File: config.mk
export PLATFORM = sky130hd
export DESIGN_NAME = drx_status_regs
export DESIGN_NICKNAME = d
export VERILOG_FILES = /design/src/shared/drx_pkg.sv /design/src/logic/drx_fifo.sv /design/src/logic/drx_status_regs.sv
export SDC_FILE = /design/constraint.sdc
export NUM_CORES = 1
export LEC_CHECK = 0
export BUFFER_PORTS_ARGS = -buffer_cell sky130_fd_sc_hd__buf_2
export CORE_UTILIZATION = 60
export DETAILED_ROUTE_END_ITERATION = 8
export GPL_ROUTABILITY_DRIVEN = 0
export PLACE_DENSITY = 0.83
export SYNTH_ARGS = -nofsm -noshare
export SYNTH_HDL_FRONTEND = slang
export SYNTH_SLANG_ARGS = --single-unit
File: constraint.sdc
create_clock -name clk -period 4.6 [get_ports clk]
set_clock_uncertainty 0.05 [all_clocks]
set_input_delay 0.23 -clock clk [delete_from_list [all_inputs] [get_ports clk]]
set_output_delay 0.23 -clock clk [all_outputs]
set_load 0.02 [all_outputs]
File: src/shared/drx_pkg.sv
// Package for the dual-channel receive status register bank.
// Assumes one core clock shared by the receiver, the register port and this bank.
package drx_pkg;

	// ****************************************
	// Register offsets
	// ****************************************
	localparam logic [7:0] DRX_ADDR_EVENT_FLAGS = 8'h08;
	localparam logic [7:0] DRX_ADDR_A_BYTE = 8'h09;
	localparam logic [7:0] DRX_ADDR_A_MASK = 8'h0a;
	localparam logic [7:0] DRX_ADDR_B_BYTE = 8'h0b;

	// ****************************************
	// Reset values and field layout
	// ****************************************
	localparam logic [7:0] DRX_RST_BYTE = 8'h00;
	localparam logic [7:0] DRX_RD_ZERO = 8'h00;
	localparam int DRX_CHANNELS = 2;
	localparam int DRX_FLAGS_PER_CH = 4;
	localparam int DRX_BIT_FULL = 0;
	localparam int DRX_BIT_EOF = 1;
	localparam int DRX_BIT_FLOW = 2;
	localparam int DRX_BIT_VALID = 3;
	localparam logic [7:0] DRX_IRQ_CAPABLE = 8'h77;
	localparam int DRX_BYTE_BITS = 8;
	localparam int DRX_EOF_LEN_W = 4;
	localparam int DRX_FIFO_DEPTH = 32;
	localparam int DRX_FIFO_WIDTH = 2;

endpackage

File: src/logic/drx_fifo.sv
// Flip-flop FIFO holding received bit samples ahead of the byte packer.
// Assumes both sides run on clk; ready and valid follow the usual handshake.
`timescale 1ns/100ps
module drx_fifo #(
	parameter int WIDTH = 2,
	parameter int DEPTH = 32
) (
	input wire logic clk,
	input wire logic rstn,
	input wire logic in_valid,
	output logic in_ready,
	input wire logic [WIDTH-1:0] in_data,
	output logic out_valid,
	input wire logic out_ready,
	output logic [WIDTH-1:0] out_data
);
	localparam int AW = $clog2(DEPTH);
	localparam logic [AW:0] DEPTH_C = AW'(DEPTH - 1) + 1'b1;

	logic [WIDTH-1:0] mem_ff [DEPTH];
	logic [AW-1:0] wr_ptr_ff;
	logic [AW-1:0] rd_ptr_ff;
	logic [AW:0] count_ff;
	logic [AW:0] nxt_count;
	logic push;
	logic pop;

	assign push = in_valid && in_ready;
	assign pop = out_valid && out_ready;
	assign out_data = mem_ff[rd_ptr_ff];

	always_comb begin
		nxt_count = count_ff;
		if (push && !pop) begin
			nxt_count = count_ff + 1'b1;
		end else if (pop && !push) begin
			nxt_count = count_ff - 1'b1;
		end
	end

	always_ff @(posedge clk) begin
		if (push) begin
			mem_ff[wr_ptr_ff] <= in_data;
		end
	end

	always_ff @(posedge clk) begin
		if (!rstn) begin
			wr_ptr_ff <= '0;
			rd_ptr_ff <= '0;
			count_ff <= '0;
			in_ready <= 1'b0;
			out_valid <= 1'b0;
		end else begin
			if (push) begin
				wr_ptr_ff <= (wr_ptr_ff == AW'(DEPTH - 1)) ? '0 : wr_ptr_ff + 1'b1;
			end
			if (pop) begin
				rd_ptr_ff <= (rd_ptr_ff == AW'(DEPTH - 1)) ? '0 : rd_ptr_ff + 1'b1;
			end
			count_ff <= nxt_count;
			in_ready <= (nxt_count != DEPTH_C);
			out_valid <= (nxt_count != '0);
		end
	end

endmodule // drx_fifo

File: src/logic/drx_status_regs.sv
// Receive status and holding registers for two receive channels, validity register for channel A.
// Assumes the receiver delivers one bit sample per strobe and the register
// port gives one-cycle read and write strobes on clk.
`timescale 1ns/100ps
module drx_status_regs
	import drx_pkg::*;
#(
	parameter int FIFO_DEPTH = drx_pkg::DRX_FIFO_DEPTH
) (
	input wire logic clk,
	input wire logic rstn,
	input wire logic [drx_pkg::DRX_CHANNELS-1:0] bit_strobe,
	input wire logic [drx_pkg::DRX_CHANNELS-1:0] bit_data,
	input wire logic [drx_pkg::DRX_CHANNELS-1:0] bit_valid,
	output logic [drx_pkg::DRX_CHANNELS-1:0] bit_ready,
	input wire logic rx_enable,
	input wire logic tx_enable,
	input wire logic [drx_pkg::DRX_EOF_LEN_W-1:0] eof_length,
	input wire logic [7:0] irq_enable,
	input wire logic [7:0] reg_addr,
	input wire logic reg_rd,
	input wire logic reg_wr,
	input wire logic [7:0] reg_wdata,
	output logic [7:0] reg_rdata,
	output logic irq
);
	import drx_pkg::*;

	// ****************************************
	// Shared decode
	// ****************************************
	logic rx_mode;
	logic rd_status;
	logic [7:0] flags;
	logic [7:0] hold_byte_ff [DRX_CHANNELS];
	logic [7:0] hold_mask_ff [DRX_CHANNELS];
	logic [DRX_CHANNELS-1:0] rd_byte;

	assign rx_mode = rx_enable && !tx_enable;
	assign rd_status = reg_rd && (reg_addr == DRX_ADDR_EVENT_FLAGS);
	assign rd_byte[0] = reg_rd && (reg_addr == DRX_ADDR_A_BYTE);
	assign rd_byte[1] = reg_rd && (reg_addr == DRX_ADDR_B_BYTE);

	// ****************************************
	// Per-channel packer and flags
	// ****************************************
	genvar ch;
	generate
		for (ch = 0; ch < DRX_CHANNELS; ch++) begin : g_ch
			localparam int FB = ch * DRX_FLAGS_PER_CH;
			logic [1:0] smp;
			logic smp_valid;
			logic take;
			logic [7:0] shift_ff;
			logic [7:0] mask_ff;
			logic [3:0] cnt_ff;
			logic started_ff;
			logic [DRX_EOF_LEN_W:0] inv_ff;
			logic occupied_ff;
			logic full_ff;
			logic eof_ff;
			logic flow_ff;
			logic allv_ff;
			logic [7:0] nxt_shift;
			logic [7:0] nxt_mask;
			logic [3:0] nxt_cnt;
			logic [DRX_EOF_LEN_W:0] nxt_inv;
			logic frame_end;
			logic land;

			// Drain stalls outside receive mode so the FIFO holds samples
			drx_fifo #(
				.WIDTH(DRX_FIFO_WIDTH),
				.DEPTH(FIFO_DEPTH)
			) u_fifo (
				.clk(clk),
				.rstn(rstn),
				.in_valid(bit_strobe[ch]),
				.in_ready(bit_ready[ch]),
				.in_data({bit_valid[ch], bit_data[ch]}),
				.out_valid(smp_valid),
				.out_ready(rx_mode),
				.out_data(smp)
			);

			assign take = smp_valid && rx_mode;

			always_comb begin
				nxt_shift = shift_ff;
				nxt_mask = mask_ff;
				nxt_shift[cnt_ff[2:0]] = smp[0];
				nxt_mask[cnt_ff[2:0]] = smp[1];
				nxt_cnt = cnt_ff + 1'b1;
				nxt_inv = smp[1] ? '0 : inv_ff + 1'b1;
				// Invalid run exceeding the length ends the frame; zero ends at first
				frame_end = take && started_ff && !smp[1]
					&& (nxt_inv > {1'b0, eof_length});
				land = take && (nxt_cnt == 4'(DRX_BYTE_BITS) || frame_end);
			end

			always_ff @(posedge clk) begin
				if (!rstn) begin
					shift_ff <= DRX_RST_BYTE;
					mask_ff <= DRX_RST_BYTE;
					cnt_ff <= '0;
					started_ff <= 1'b0;
					inv_ff <= '0;
				end else if (take) begin
					if (land) begin
						shift_ff <= DRX_RST_BYTE;
						mask_ff <= DRX_RST_BYTE;
						cnt_ff <= '0;
					end else begin
						shift_ff <= nxt_shift;
						mask_ff <= nxt_mask;
						cnt_ff <= nxt_cnt;
					end
					started_ff <= frame_end ? 1'b0 : (started_ff || smp[1]);
					inv_ff <= (frame_end || !started_ff) ? '0 : nxt_inv;
				end
			end

			always_ff @(posedge clk) begin
				if (!rstn) begin
					hold_byte_ff[ch] <= DRX_RST_BYTE;
					hold_mask_ff[ch] <= DRX_RST_BYTE;
					allv_ff <= 1'b0;
				end else if (land) begin
					hold_byte_ff[ch] <= nxt_shift;
					hold_mask_ff[ch] <= nxt_mask;
					allv_ff <= &nxt_mask;
				end
			end

			// Occupancy: landing fills, host read empties; landing wins
			always_ff @(posedge clk) begin
				if (!rstn) begin
					occupied_ff <= 1'b0;
				end else if (land) begin
					occupied_ff <= 1'b1;
				end else if (rd_byte[ch]) begin
					occupied_ff <= 1'b0;
				end
			end

			always_ff @(posedge clk) begin
				if (!rstn) begin
					full_ff <= 1'b0;
				end else if (land) begin
					full_ff <= 1'b1;
				end else if (rd_byte[ch]) begin
					full_ff <= 1'b0;
				end
			end

			always_ff @(posedge clk) begin
				if (!rstn) begin
					eof_ff <= 1'b0;
				end else if (frame_end) begin
					eof_ff <= 1'b1;
				end else if (rd_status) begin
					eof_ff <= 1'b0;
				end
			end

			always_ff @(posedge clk) begin
				if (!rstn) begin
					flow_ff <= 1'b0;
				end else if (land && occupied_ff && !rd_byte[ch]) begin
					flow_ff <= 1'b1;
				end else if (rd_byte[ch] && !occupied_ff) begin
					flow_ff <= 1'b1;
				end else if (rd_status) begin
					flow_ff <= 1'b0;
				end
			end

			assign flags[FB + DRX_BIT_FULL] = full_ff;
			assign flags[FB + DRX_BIT_EOF] = eof_ff;
			assign flags[FB + DRX_BIT_FLOW] = flow_ff;
			assign flags[FB + DRX_BIT_VALID] = allv_ff;
		end
	endgenerate

	// ****************************************
	// Register read port
	// ****************************************
	// Writes are decoded nowhere: every register here is read-only
	logic unused_wr;
	assign unused_wr = reg_wr ^ (|reg_wdata);

	always_ff @(posedge clk) begin
		if (!rstn) begin
			reg_rdata <= DRX_RD_ZERO;
		end else if (reg_rd) begin
			case (reg_addr)
				DRX_ADDR_EVENT_FLAGS: reg_rdata <= rx_mode ? flags : DRX_RD_ZERO;
				DRX_ADDR_A_BYTE: reg_rdata <= hold_byte_ff[0];
				DRX_ADDR_A_MASK: reg_rdata <= hold_mask_ff[0];
				DRX_ADDR_B_BYTE: reg_rdata <= hold_byte_ff[1];
				default: reg_rdata <= DRX_RD_ZERO;
			endcase
		end
	end

	// ****************************************
	// Interrupt request
	// ****************************************
	always_ff @(posedge clk) begin
		if (!rstn) begin
			irq <= 1'b0;
		end else begin
			irq <= rx_mode && |(flags & irq_enable & DRX_IRQ_CAPABLE);
		end
	end

endmodule // drx_status_regs

# Word level (Yosys, flattened, before mapping)
# Memory sizes are Yosys's and may differ from the RTL's. A register that Yosys moved wholly into a read port is not among the register bits.
# Index checks and enable logic that the tools add are counted.
[totals]
reg_bits = 105
ramBits = 160
mem_count = 4
[mem_list]
columns = ["name", "words", "width", "read_ports", "rd_ports_with_merged_regs", "write_ports", "line_no", "text"]
rows = [
  ["g_ch[0].u_fifo.mem_ff", 32, 2, 1, 1, 1, "drx_fifo.sv:20", "logic [WIDTH-1:0] mem_ff [DEPTH];"],
  ["g_ch[1].u_fifo.mem_ff", 32, 2, 1, 1, 1, "drx_fifo.sv:20", ""],
  ["hold_byte_ff", 2, 8, 2, 0, 2, "drx_status_regs.sv:35", "logic [7:0] hold_byte_ff [DRX_CHANNELS];"],
  ["hold_mask_ff", 2, 8, 1, 0, 2, "drx_status_regs.sv:36", "logic [7:0] hold_mask_ff [DRX_CHANNELS];"],
]
[classes]
add_sub_neg = 12
n_lt_le_gt_ge = 6
eq_ne = 12
n_mux = 60
bitwise_logic = 5
reduce_logical = 59
[ops]
columns = ["cell", "count"]
rows = [
  ["$mux W8", 9],
  ["$mux W5", 12],
  ["$bwmux W8", 4],
  ["$eq A8 B4 Y1 const B", 4],
  ["$pmux W8 S4", 1],
  ["$add A5 B1 Y5 const B", 6],
  ["$logic_and A1 B1 Y1", 29],
  ["$mux W1", 26],
  ["$mux W6", 4],
  ["$eq A5 B5 Y1 const B", 4],
  ["$reduce_and A8 Y1", 2],
  ["$logic_not A1 Y1", 13],
  ["$add A6 B1 Y6 const B", 2],
  ["$ne A6 B6 Y1 const B", 2],
  ["$reduce_bool A6 Y1", 2],
  ["$sub A6 B1 Y6 const B", 2],
  ["$gt A5 B4 Y1", 2],
  ["$add A4 B1 Y4 const B", 2],
  ["$eq A4 B4 Y1 const B", 2],
  ["$lt A3 B4 Y1 const B", 2],
  ["$mux W4", 2],
  ["$reduce_bool A2 Y1", 4],
  ["$and A7 B7 Y7", 1],
  ["$demux W1 S3", 2],
  ["other kinds (5)", 15],
]

# Depth between registers and ports, before layout
# Gate-level depths: netlist of the first run.
[depth]
ltp_word = 12
ltp_mapped = 19
mapped_depth_nobuf = 15

# Cells and area by module
# From an unflattened synthesis of the first run, not the netlist that was laid out.
[unflattened]
cells_unflattened = 1035
area_unflattened_um2 = 12209.2
[modules_own_cells]
columns = ["module", "n_inst", "cells_each", "area_per_inst_um2", "seq_area_each_um2"]
rows = [
  ["drx_status_regs", 1, 514, 4755.8, 2102.0],
  ["drx_fifo (g_ch[0].u_fifo)", 1, 260, 3736.1, 2382.3],
  ["drx_fifo (g_ch[1].u_fifo)", 1, 261, 3717.3, 2382.3],
]

# Worst setup path before layout of the first run
# Ideal clock, no wire load.
[synth_path]
path_type = "register to register"
startpoint = "register with a tool-made name"
endpoint = "memory hold_byte_ff[0][0] (enable)"
arrival_ns = 3.194
t_required_ns = 4.177
slack_ns = 0.983
stages_incl_launch_ff = 19
path_buffers = 4
synth_period_minus_slack_ns = 3.617
path_cell_list = "dfxtp_1 -> buf_6 -> buf_12 -> mux2i_1 -> a211oi_1 -> nand3_2 -> nand2_2 -> nor2_1 -> buf_1 -> and2_1 -> ha_1 -> nor2b_1 -> o21ai_0 -> a21oi_1 -> nor2_1 -> nor2_1 -> a21oi_1 -> buf_2 -> inv_1"
[synth_rtl]
columns = ["item", "line_no"]
rows = [
  ["end: declaration", "drx_status_regs.sv:35"],
]

==> impl_metrics.py, run 1 <==
metrics = {
    "status": {
        "status": "completed",
    },
    "pwr": {
        "intPower_mw": 4.17,
        "seq_power_share_pct": 48.8,
        "powerDensity_mw_per_mm2": 407,
        "total_power_mw": 5.46,
        "p_sw_mw": 1.29,
        "p_leak_nw": 4.55,
        "combPwrFrac_pct": 9.0,
        "swShare_pct": 23.7,
        "ir_drop_mv": 0.316,
        "p_clk_share_pct": 42.1,
    },
    "setup_path": {
        "cp_slowest_cell": "dfxtp_1",
        "reg2reg_depth": 14,
        "endpoint_kind": "flop",
        "crit_top_cell": "nor2_1",
        "path_cells": "nor2_1 -> nand2_1 -> nand3_1 -> o21ai_2 -> nor2_1 -> and2_1 -> ha_1 -> nor2b_1 -> o21ai_0 -> a21oi_1 -> nor2_1 -> nor2_1 -> a21oi_1 -> inv_1",
        "critPathMaxStageDelay_ns": 0.73,
        "arrival_ns": 4.19,
        "crit_buf_inv": 1,
        "crit_path_start_kind": "flop",
        "rrSetupSlack_ns": 0.52,
        "crit_fanout": 19,
        "cp_num_cells": 14,
        "worstPathRequired_ns": 4.70,
        "crit_type": "reg2reg",
        "cp-endpoint": "hold_mask_ff[0][4]",
        "worst_path_dominant_cell_family": "simple AND/OR/NAND/NOR gates",
        "r2r-end": "hold_mask_ff[0][4]",
    },
    "floorplan": {
        "rows": 51,
        "core_area_mm2": 0.0197,
        "die-area_mm2": 0.0208,
        "die_h_um": 144,
        "die_x_um": 144,
        "start_util_pct": 61.8,
        "io_pins": 51,
    },
    "yosys": {
        "netlist_area_mm2": 0.0121,
        "synth_seq_cells": 267,
        "yosys_warnings": 0,
        "async_flop_share_pct": 0,
        "synth_flop_cell": "edfxtp_1",
        "avgSynthCellArea_um2": 11.3,
        "synth_edf_count": 152,
        "synth_nets": 1150,
        "ys_types": 76,
        "ys_seq_area_share_pct": 56.5,
        "netlist_instances": 1078,
    },
    "global_route": {
        "grt_use_total_pct": 25.1,
        "grt_pass1_vias": 8212,
        "grt_max_degree": 60,
        "grt_pass1_wl_um": 40800,
        "grt_overflow": 0,
        "antenna_found_initial": 0,
    },
    "clocking": {
        "clockBufferDepth": 3,
        "clock_sinks": 267,
        "cts_tree": "done",
        "cts_made_buffers": 26,
        "path_clk_slew_ns": 0.06,
        "insertion_delay_ns": 0.53,
        "clock-root-buffer": "clkbuf_16",
        "cts_resized": 0,
        "htree_levels": 1,
    },
    "timing": {
        "fin_tns_setup_ns": 0,
        "fmax_ghz": 0.245,
        "setup-violations-final": 0,
        "period_needed_ns": 4.08,
        "timing.hold.ws_ns": 0.0294,
        "rsz0062_at_grt": "false",
        "period_share_pct": 88.8,
        "slew_headroom_pct": 27.7,
        "finalMaxSlewViolations": 0,
        "tightestPinTransition_ns": 1.08,
        "hold_viol_final": 0,
    },
    "layout": {
        "fillers": 1469,
        "drive_gt1_share_pct": 12.9,
        "multiInputGateArea_mm2": 0.00493,
        "insertedDiodeCount": 0,
        "finalInstanceArea_mm2": 0.0134,
        "area_delta_synth_final_pct": 10.3,
        "fin_nets": 1173,
        "seq_area_mm2": 0.00687,
    },
    "detailed_routing": {
        "drt_iter0_markers": 706,
        "drtAntennaViolNets": 0,
        "vias_per_cell": 6.18,
        "drt_wl_total_um": 26100,
        "wl_per_cell_um": 18.8,
        "first_pass_iters": 6,
        "drc": 0,
        "via_count": 8558,
    },
    "place": {
        "hpwl_um": 16600,
        "placed_area_mm2": 0.0125,
        "io_buffers": 39,
    },
    "worst_hold_path": {
        "hp-class": "in2reg",
    },
    "job": {
        "max-cap-violations": 0,
    },
}
## state kept, by name (all words and copies together) (netlist names), 8 cells and up, named ones only
signal,flops
hold_mask_ff,8
reg_rdata,8
g_ch.mask_ff,16
g_ch.cnt_ff,8
g_ch.u_fifo.rd_ptr_ff,10
g_ch.shift_ff,16
g_ch.inv_ff,10
g_ch.u_fifo.count_ff,12
hold_byte_ff,16
g_ch.u_fifo.wr_ptr_ff,10
g_ch.u_fifo.mem_ff,128
## cells by family (layout without fill, tap and decap cells)
| group | Yosys count | in the layout | share of synthesized area [%] |
|---|---|---|---|
| and+or+nand+nor | 401 | 401 | 16.0 |
| DFF | 267 | 267 | 56.5 |
| AOI/OAI and AO/OA | 217 | 217 | 13.0 |
| buffers and inverters | 75 | 117 | 2.91 |
| muxes | 65 | 65 | 6.79 |
| adders and majority gates | 32 | 32 | 3.30 |
| xor gates and xnor gates | 21 | 21 | 1.51 |
## worst min path at each step
stage,from,to,cells past startpoint
2_1_floorplan,tx_enable,irq,1
3_3_place_gp,g_ch[1].shift_ff[7],g_ch[1].shift_ff[7],1
3_5_place_dp,g_ch[1].shift_ff[7],g_ch[1].shift_ff[7],1
4_1_cts,reg_rd,g_ch[1].flow_ff,4
5_1_grt,reg_rd,g_ch[1].flow_ff,4
6_report,reg_rd,g_ch[1].flow_ff,4
## layout by cell type (no fill, tap or decap), types with 8 or more instances in the layout
cell type and n:
a32o_1 13, mux4_2 13, a211oi_1 24, a22oi_1 13
clkbuf_16 27, and2_1 12, mux2i_1 43, nor2_1 149
nand3_1 26, xnor2_1 14, nand4_1 8, a22o_1 24
o21ai_0 32, inv_1 21, nand3b_1 8, edfxtp_1 152
dfxtp_1 115, a222oi_1 8, a21oi_1 51, buf_2 39
mux2_2 9, nor3_1 26, ha_1 32, nand2_1 96
## what timing repair did
action                                  CTS  global route
hold buffers                              2             0
setup buffers                             0             0
endpoints found under the hold margin     1             0
endpoints found under the setup margin    0             0
## layout make-up
| class | count | share of cell area [%] |
|---|---|---|
| clock buffer | 29 | 5.10 |
| clock inverter | 18 | 1.83 |
| inverter | 23 | 0.644 |
| multi-input combinational | 736 | 36.8 |
| sequential | 267 | 51.2 |
| tap | 265 | 2.47 |
| timing repair buffer | 47 | 1.94 |
## worst reg2reg max path, cell delays in order, from the launching register on
cell     delay, ns
dfxtp_1       0.73
nor2_1        0.22
nand2_1       0.11
nand3_1       0.09
o21ai_2       0.40
nor2_1        0.15
and2_1        0.20
ha_1          0.28
nor2b_1       0.12
o21ai_0       0.08
a21oi_1       0.19
nor2_1        0.13
nor2_1        0.26
a21oi_1       0.15
inv_1         0.54
## per-stage QoR
step,instances,setup WS (ns),utilization (%)
3_5_place_dp,1336,0.707,63.4
5_1_grt,1385,0.278,68.2
3_3_place_gp,1336,0.733,63.4
4_1_cts,1385,0.559,68.2
2_1_floorplan,1078,0.983,-
6_report,1385,0.517,68.2
## cells in the mapped netlist, types with 9 or more instances
cell type	n	area (um2)
edfxtp_1	152	4560
nor2_1	149	559
dfxtp_1	115	2300
nand2_1	96	360
a21oi_1	51	255
mux2i_1	43	430
ha_1	32	400
o21ai_0	32	160
clkbuf_1	28	105
nand3_1	26	130
nor3_1	26	130
a211oi_1	24	180
a22o_1	24	210
inv_1	22	82.6
xnor2_1	14	123
a22oi_1	13	97.6
a32o_1	13	130
mux4_2	13	293
and2_1	12	75.1
mux2_2	9	101
## per-layer routing
metal	GRT usage [%]	up-vias	wire length, um	part of all wire [%]
li1	-	4051	-	-
met1	32.9	4132	11000	42
met2	42.6	309	12900	49
met3	2.91	66	1370	5.3
met4	9.58	0	807	3.1
met5	0	-	0	0
## power by group through the flow
stage | Sequential (mW) | Combinational (mW) | Clock [mW]
floorplan | 2.68 | 0.383 | 0
global placement | 2.71 | 0.467 | 0
detailed placement | 2.72 | 0.484 | 0
CTS | 2.67 | 0.490 | 2.31
global route | 2.68 | 0.553 | 2.39
finish | 2.67 | 0.494 | 2.30
No activity file was read; power rests on OpenSTA's default activity.
==> inputs of run 2 (changes only) <==
--- a/config.mk
+++ b/config.mk
@@ -12,4 +12,5 @@
 export PLACE_DENSITY = 0.83
 export SYNTH_ARGS = -nofsm -noshare
 export SYNTH_HDL_FRONTEND = slang
+export SYNTH_HIERARCHICAL = 1
 export SYNTH_SLANG_ARGS = --single-unit
==> impl_metrics.py, run 2 <==
metrics = {
    "setup_path": {
        "crit_path_start_kind": "flop",
        "endpoint_kind": "flop",
        "rrSetupSlack_ns": 0.31,
        "worstPathRequired_ns": 4.99,
        "worst_path_dominant_cell_family": "multiplexers",
        "reg2reg_depth": 13,
        "cp_num_cells": 13,
        "crit_buf_inv": 3,
        "cp_slowest_cell": "or3_1",
        "path_cells": "buf_12 -> mux4_2 -> mux4_2 -> mux2_2 -> buf_4 -> nor2b_1 -> ha_1 -> a21oi_1 -> o21ai_0 -> a21o_1 -> or3_1 -> buf_4 -> a211oi_1",
        "r2r-end": "g_ch[0].mask_ff[3]",
        "arrival_ns": 4.68,
        "crit_fanout": 23,
        "crit_type": "reg2reg",
        "cp-endpoint": "g_ch[0].mask_ff[3]",
        "critPathMaxStageDelay_ns": 0.60,
    },
    "global_route": {
        "grt_max_degree": 33,
        "antenna_found_initial": 0,
        "grt_pass1_vias": 8077,
        "grt_use_total_pct": 25.1,
        "grt_overflow": 0,
        "grt_pass1_wl_um": 40600,
    },
    "pwr": {
        "seq_power_share_pct": 49.0,
        "p_clk_share_pct": 41.7,
        "total_power_mw": 5.42,
        "p_sw_mw": 1.26,
        "ir_drop_mv": 0.275,
        "p_leak_nw": 4.62,
        "powerDensity_mw_per_mm2": 400,
        "combPwrFrac_pct": 9.3,
        "intPower_mw": 4.17,
        "swShare_pct": 23.2,
    },
    "layout": {
        "area_delta_synth_final_pct": 10.9,
        "insertedDiodeCount": 0,
        "regMostFlops": "g_ch.u_fifo/mem_ff",
        "largest_register_ffs": 128,
        "layout_commonest_cell": "edfxtp_1",
        "fin_nets": 1133,
        "seq_area_mm2": 0.00687,
        "multiInputGateArea_mm2": 0.00501,
        "mostFrequentLayoutCells": "edfxtp_1, nor2_1, dfxtp_1",
        "fillers": 1332,
        "drive_gt1_share_pct": 14.7,
    },
    "timing": {
        "tightestPinTransition_ns": 1.20,
        "final.setup.worst_slack_ns": 0.306,
        "period_share_pct": 93.3,
        "hold_viol_final": 0,
        "slew_headroom_pct": 19.6,
        "timing.hold.ws_ns": 0.0707,
        "fin_tns_setup_ns": 0,
        "rsz0062_at_grt": "false",
        "finalMaxSlewViolations": 0,
        "period_needed_ns": 4.29,
        "fmax_ghz": 0.233,
        "setup-violations-final": 0,
    },
    "detailed_routing": {
        "first_pass_iters": 5,
        "vias_per_cell": 6.17,
        "drtAntennaViolNets": 0,
        "wl_per_cell_um": 19.0,
        "drt_iter0_markers": 828,
        "drt_wl_total_um": 25600,
        "drc": 0,
        "via_count": 8309,
    },
    "yosys": {
        "async_flop_share_pct": 0,
        "ys_types": 71,
        "synth_seq_cells": 267,
        "synth.top_cell.area_share_pct": 37.4,
        "synth_nets": 1107,
        "netlist_area_mm2": 0.0122,
        "synth_area_leaders": "edfxtp_1, dfxtp_1, mux4_2",
        "netlist_instances": 1035,
        "yosys_warnings": 6,
        "synth_flop_cell": "edfxtp_1",
        "avgSynthCellArea_um2": 11.8,
        "synthMostInstantiatedCell": "edfxtp_1",
        "ys_seq_area_share_pct": 56.2,
        "yosys-top-cells-count": "edfxtp_1, nor2_1, dfxtp_1",
        "synth_edf_count": 152,
        "synth_top_area_cell": "edfxtp_1",
    },
    "clocking": {
        "clock-root-buffer": "clkbuf_16",
        "cts_made_buffers": 26,
        "htree_levels": 1,
        "clockBufferDepth": 3,
        "insertion_delay_ns": 0.53,
        "cts_tree": "done",
        "clock_sinks": 267,
        "cts_setup_buffers": 0,
        "path_clk_slew_ns": 0.06,
    },
    "place": {
        "hpwl_um": 16400,
        "place_ws_ns": 0.356,
        "io_buffers": 39,
    },
    "floorplan": {
        "die-area_mm2": 0.0209,
        "core_area_mm2": 0.0197,
        "die_h_um": 145,
        "die_x_um": 145,
        "rows": 51,
        "start_util_pct": 61.9,
        "io_pins": 51,
    },
    "job": {
        "max-cap-violations": 0,
    },
    "worst_hold_path": {
        "holdPathStages": 4,
        "hp-class": "in2reg",
    },
    "status": {
        "status": "completed",
    },
}
## run 2: cell types whose count changed after synthesis, sizes merged, moves of 8 or more
| cell | previous run | this run |
|---|---|---|
| o21ai | 33 | 41 |
| a211oi | 31 | 6 |
| nor3 | 30 | 20 |
| inv | 23 | 14 |
| nor2 | 151 | 130 |
| o211ai | 0 | 8 |
| a222oi | 8 | 0 |
| mux4 | 13 | 40 |
| mux2i | 43 | 26 |
| clkbuf | 28 | 36 |
| o31ai | 4 | 12 |
## run 2: how the worst min path moves through the flow
stage / slack (ns) / from / endpoint
finish: 0.07 / reg_rd / g_ch[0].full_ff
global placement: 0.38 / reg_rdata[0] / reg_rdata[0]
floorplan: 0.28 / bit_data[0] / g_ch[0].u_fifo/mem_ff[0][0]
CTS: 0.06 / reg_rd / g_ch[0].full_ff
detailed placement: 0.39 / reg_rdata[2] / reg_rdata[2]
global route: 0.11 / reg_addr[0] / g_ch[1].flow_ff
## run 2: power by group through the flow
stage / logic [mW] / clock network [mW] / registers, mW
4_1_cts: 0.504 / 2.29 / 2.65
5_1_grt: 0.558 / 2.40 / 2.66
3_3_place_gp: 0.479 / 0 / 2.70
6_report: 0.506 / 2.26 / 2.65
3_5_place_dp: 0.494 / 0 / 2.70
2_1_floorplan: 0.386 / 0 / 2.68
## run 2: worst reg2reg max path: cells and delay by family (launching register included)
kind | cells | cell delay, ns
mux | 3 | 1.31
simple gates | 2 | 0.79
compound gates | 4 | 0.73
buf+inv | 3 | 0.69
flops | 1 | 0.36
fa+ha+maj | 1 | 0.27
## run 2: metrics by stage
stage	cell area, um2	util (%)	std cells
after floorplan	12200	-	1035
after global placement	12600	63.8	1295
after detailed placement	12600	63.8	1295
after CTS	13500	68.7	1346
after global routing	13500	68.7	1346
final	13500	68.7	1346
## run 2: logic make-up after synthesis
group                    share of synthesized area [%]
AO/OA/AOI/OAI                                     10.3
XOR/XNOR                                          1.58
adder cells (fa/ha/maj)                           3.28
buffers and inverters                             2.74
flip-flops                                        56.2
multiplexers                                      11.0
AND/OR/NAND/NOR                                   15.0
## run 2: cell type report
| type | instances | area share [%] |
|---|---|---|
| Clock buffer | 36 | 5.85 |
| Clock inverter | 12 | 1.08 |
| Inverter | 16 | 0.443 |
| Multi-Input combinational cell | 696 | 37.0 |
| Sequential cell | 267 | 50.7 |
| Tap cell | 265 | 2.45 |
| Timing Repair Buffer | 54 | 2.51 |
## run 2: routing by layer
metal	global-route usage, %	part of all wire [%]	vias up
met5	0	0	-
met4	7.76	2.3	0
met3	3.65	5.5	54
met2	43.4	50	281
met1	32.7	42	4036
li1	-	-	3938
## run 2: repair_timing
item	4_1_cts	5_1_grt
setup endpoints to repair	0	8
gates resized for setup	0	1
hold buffers	3	0
hold endpoints to repair	1	0
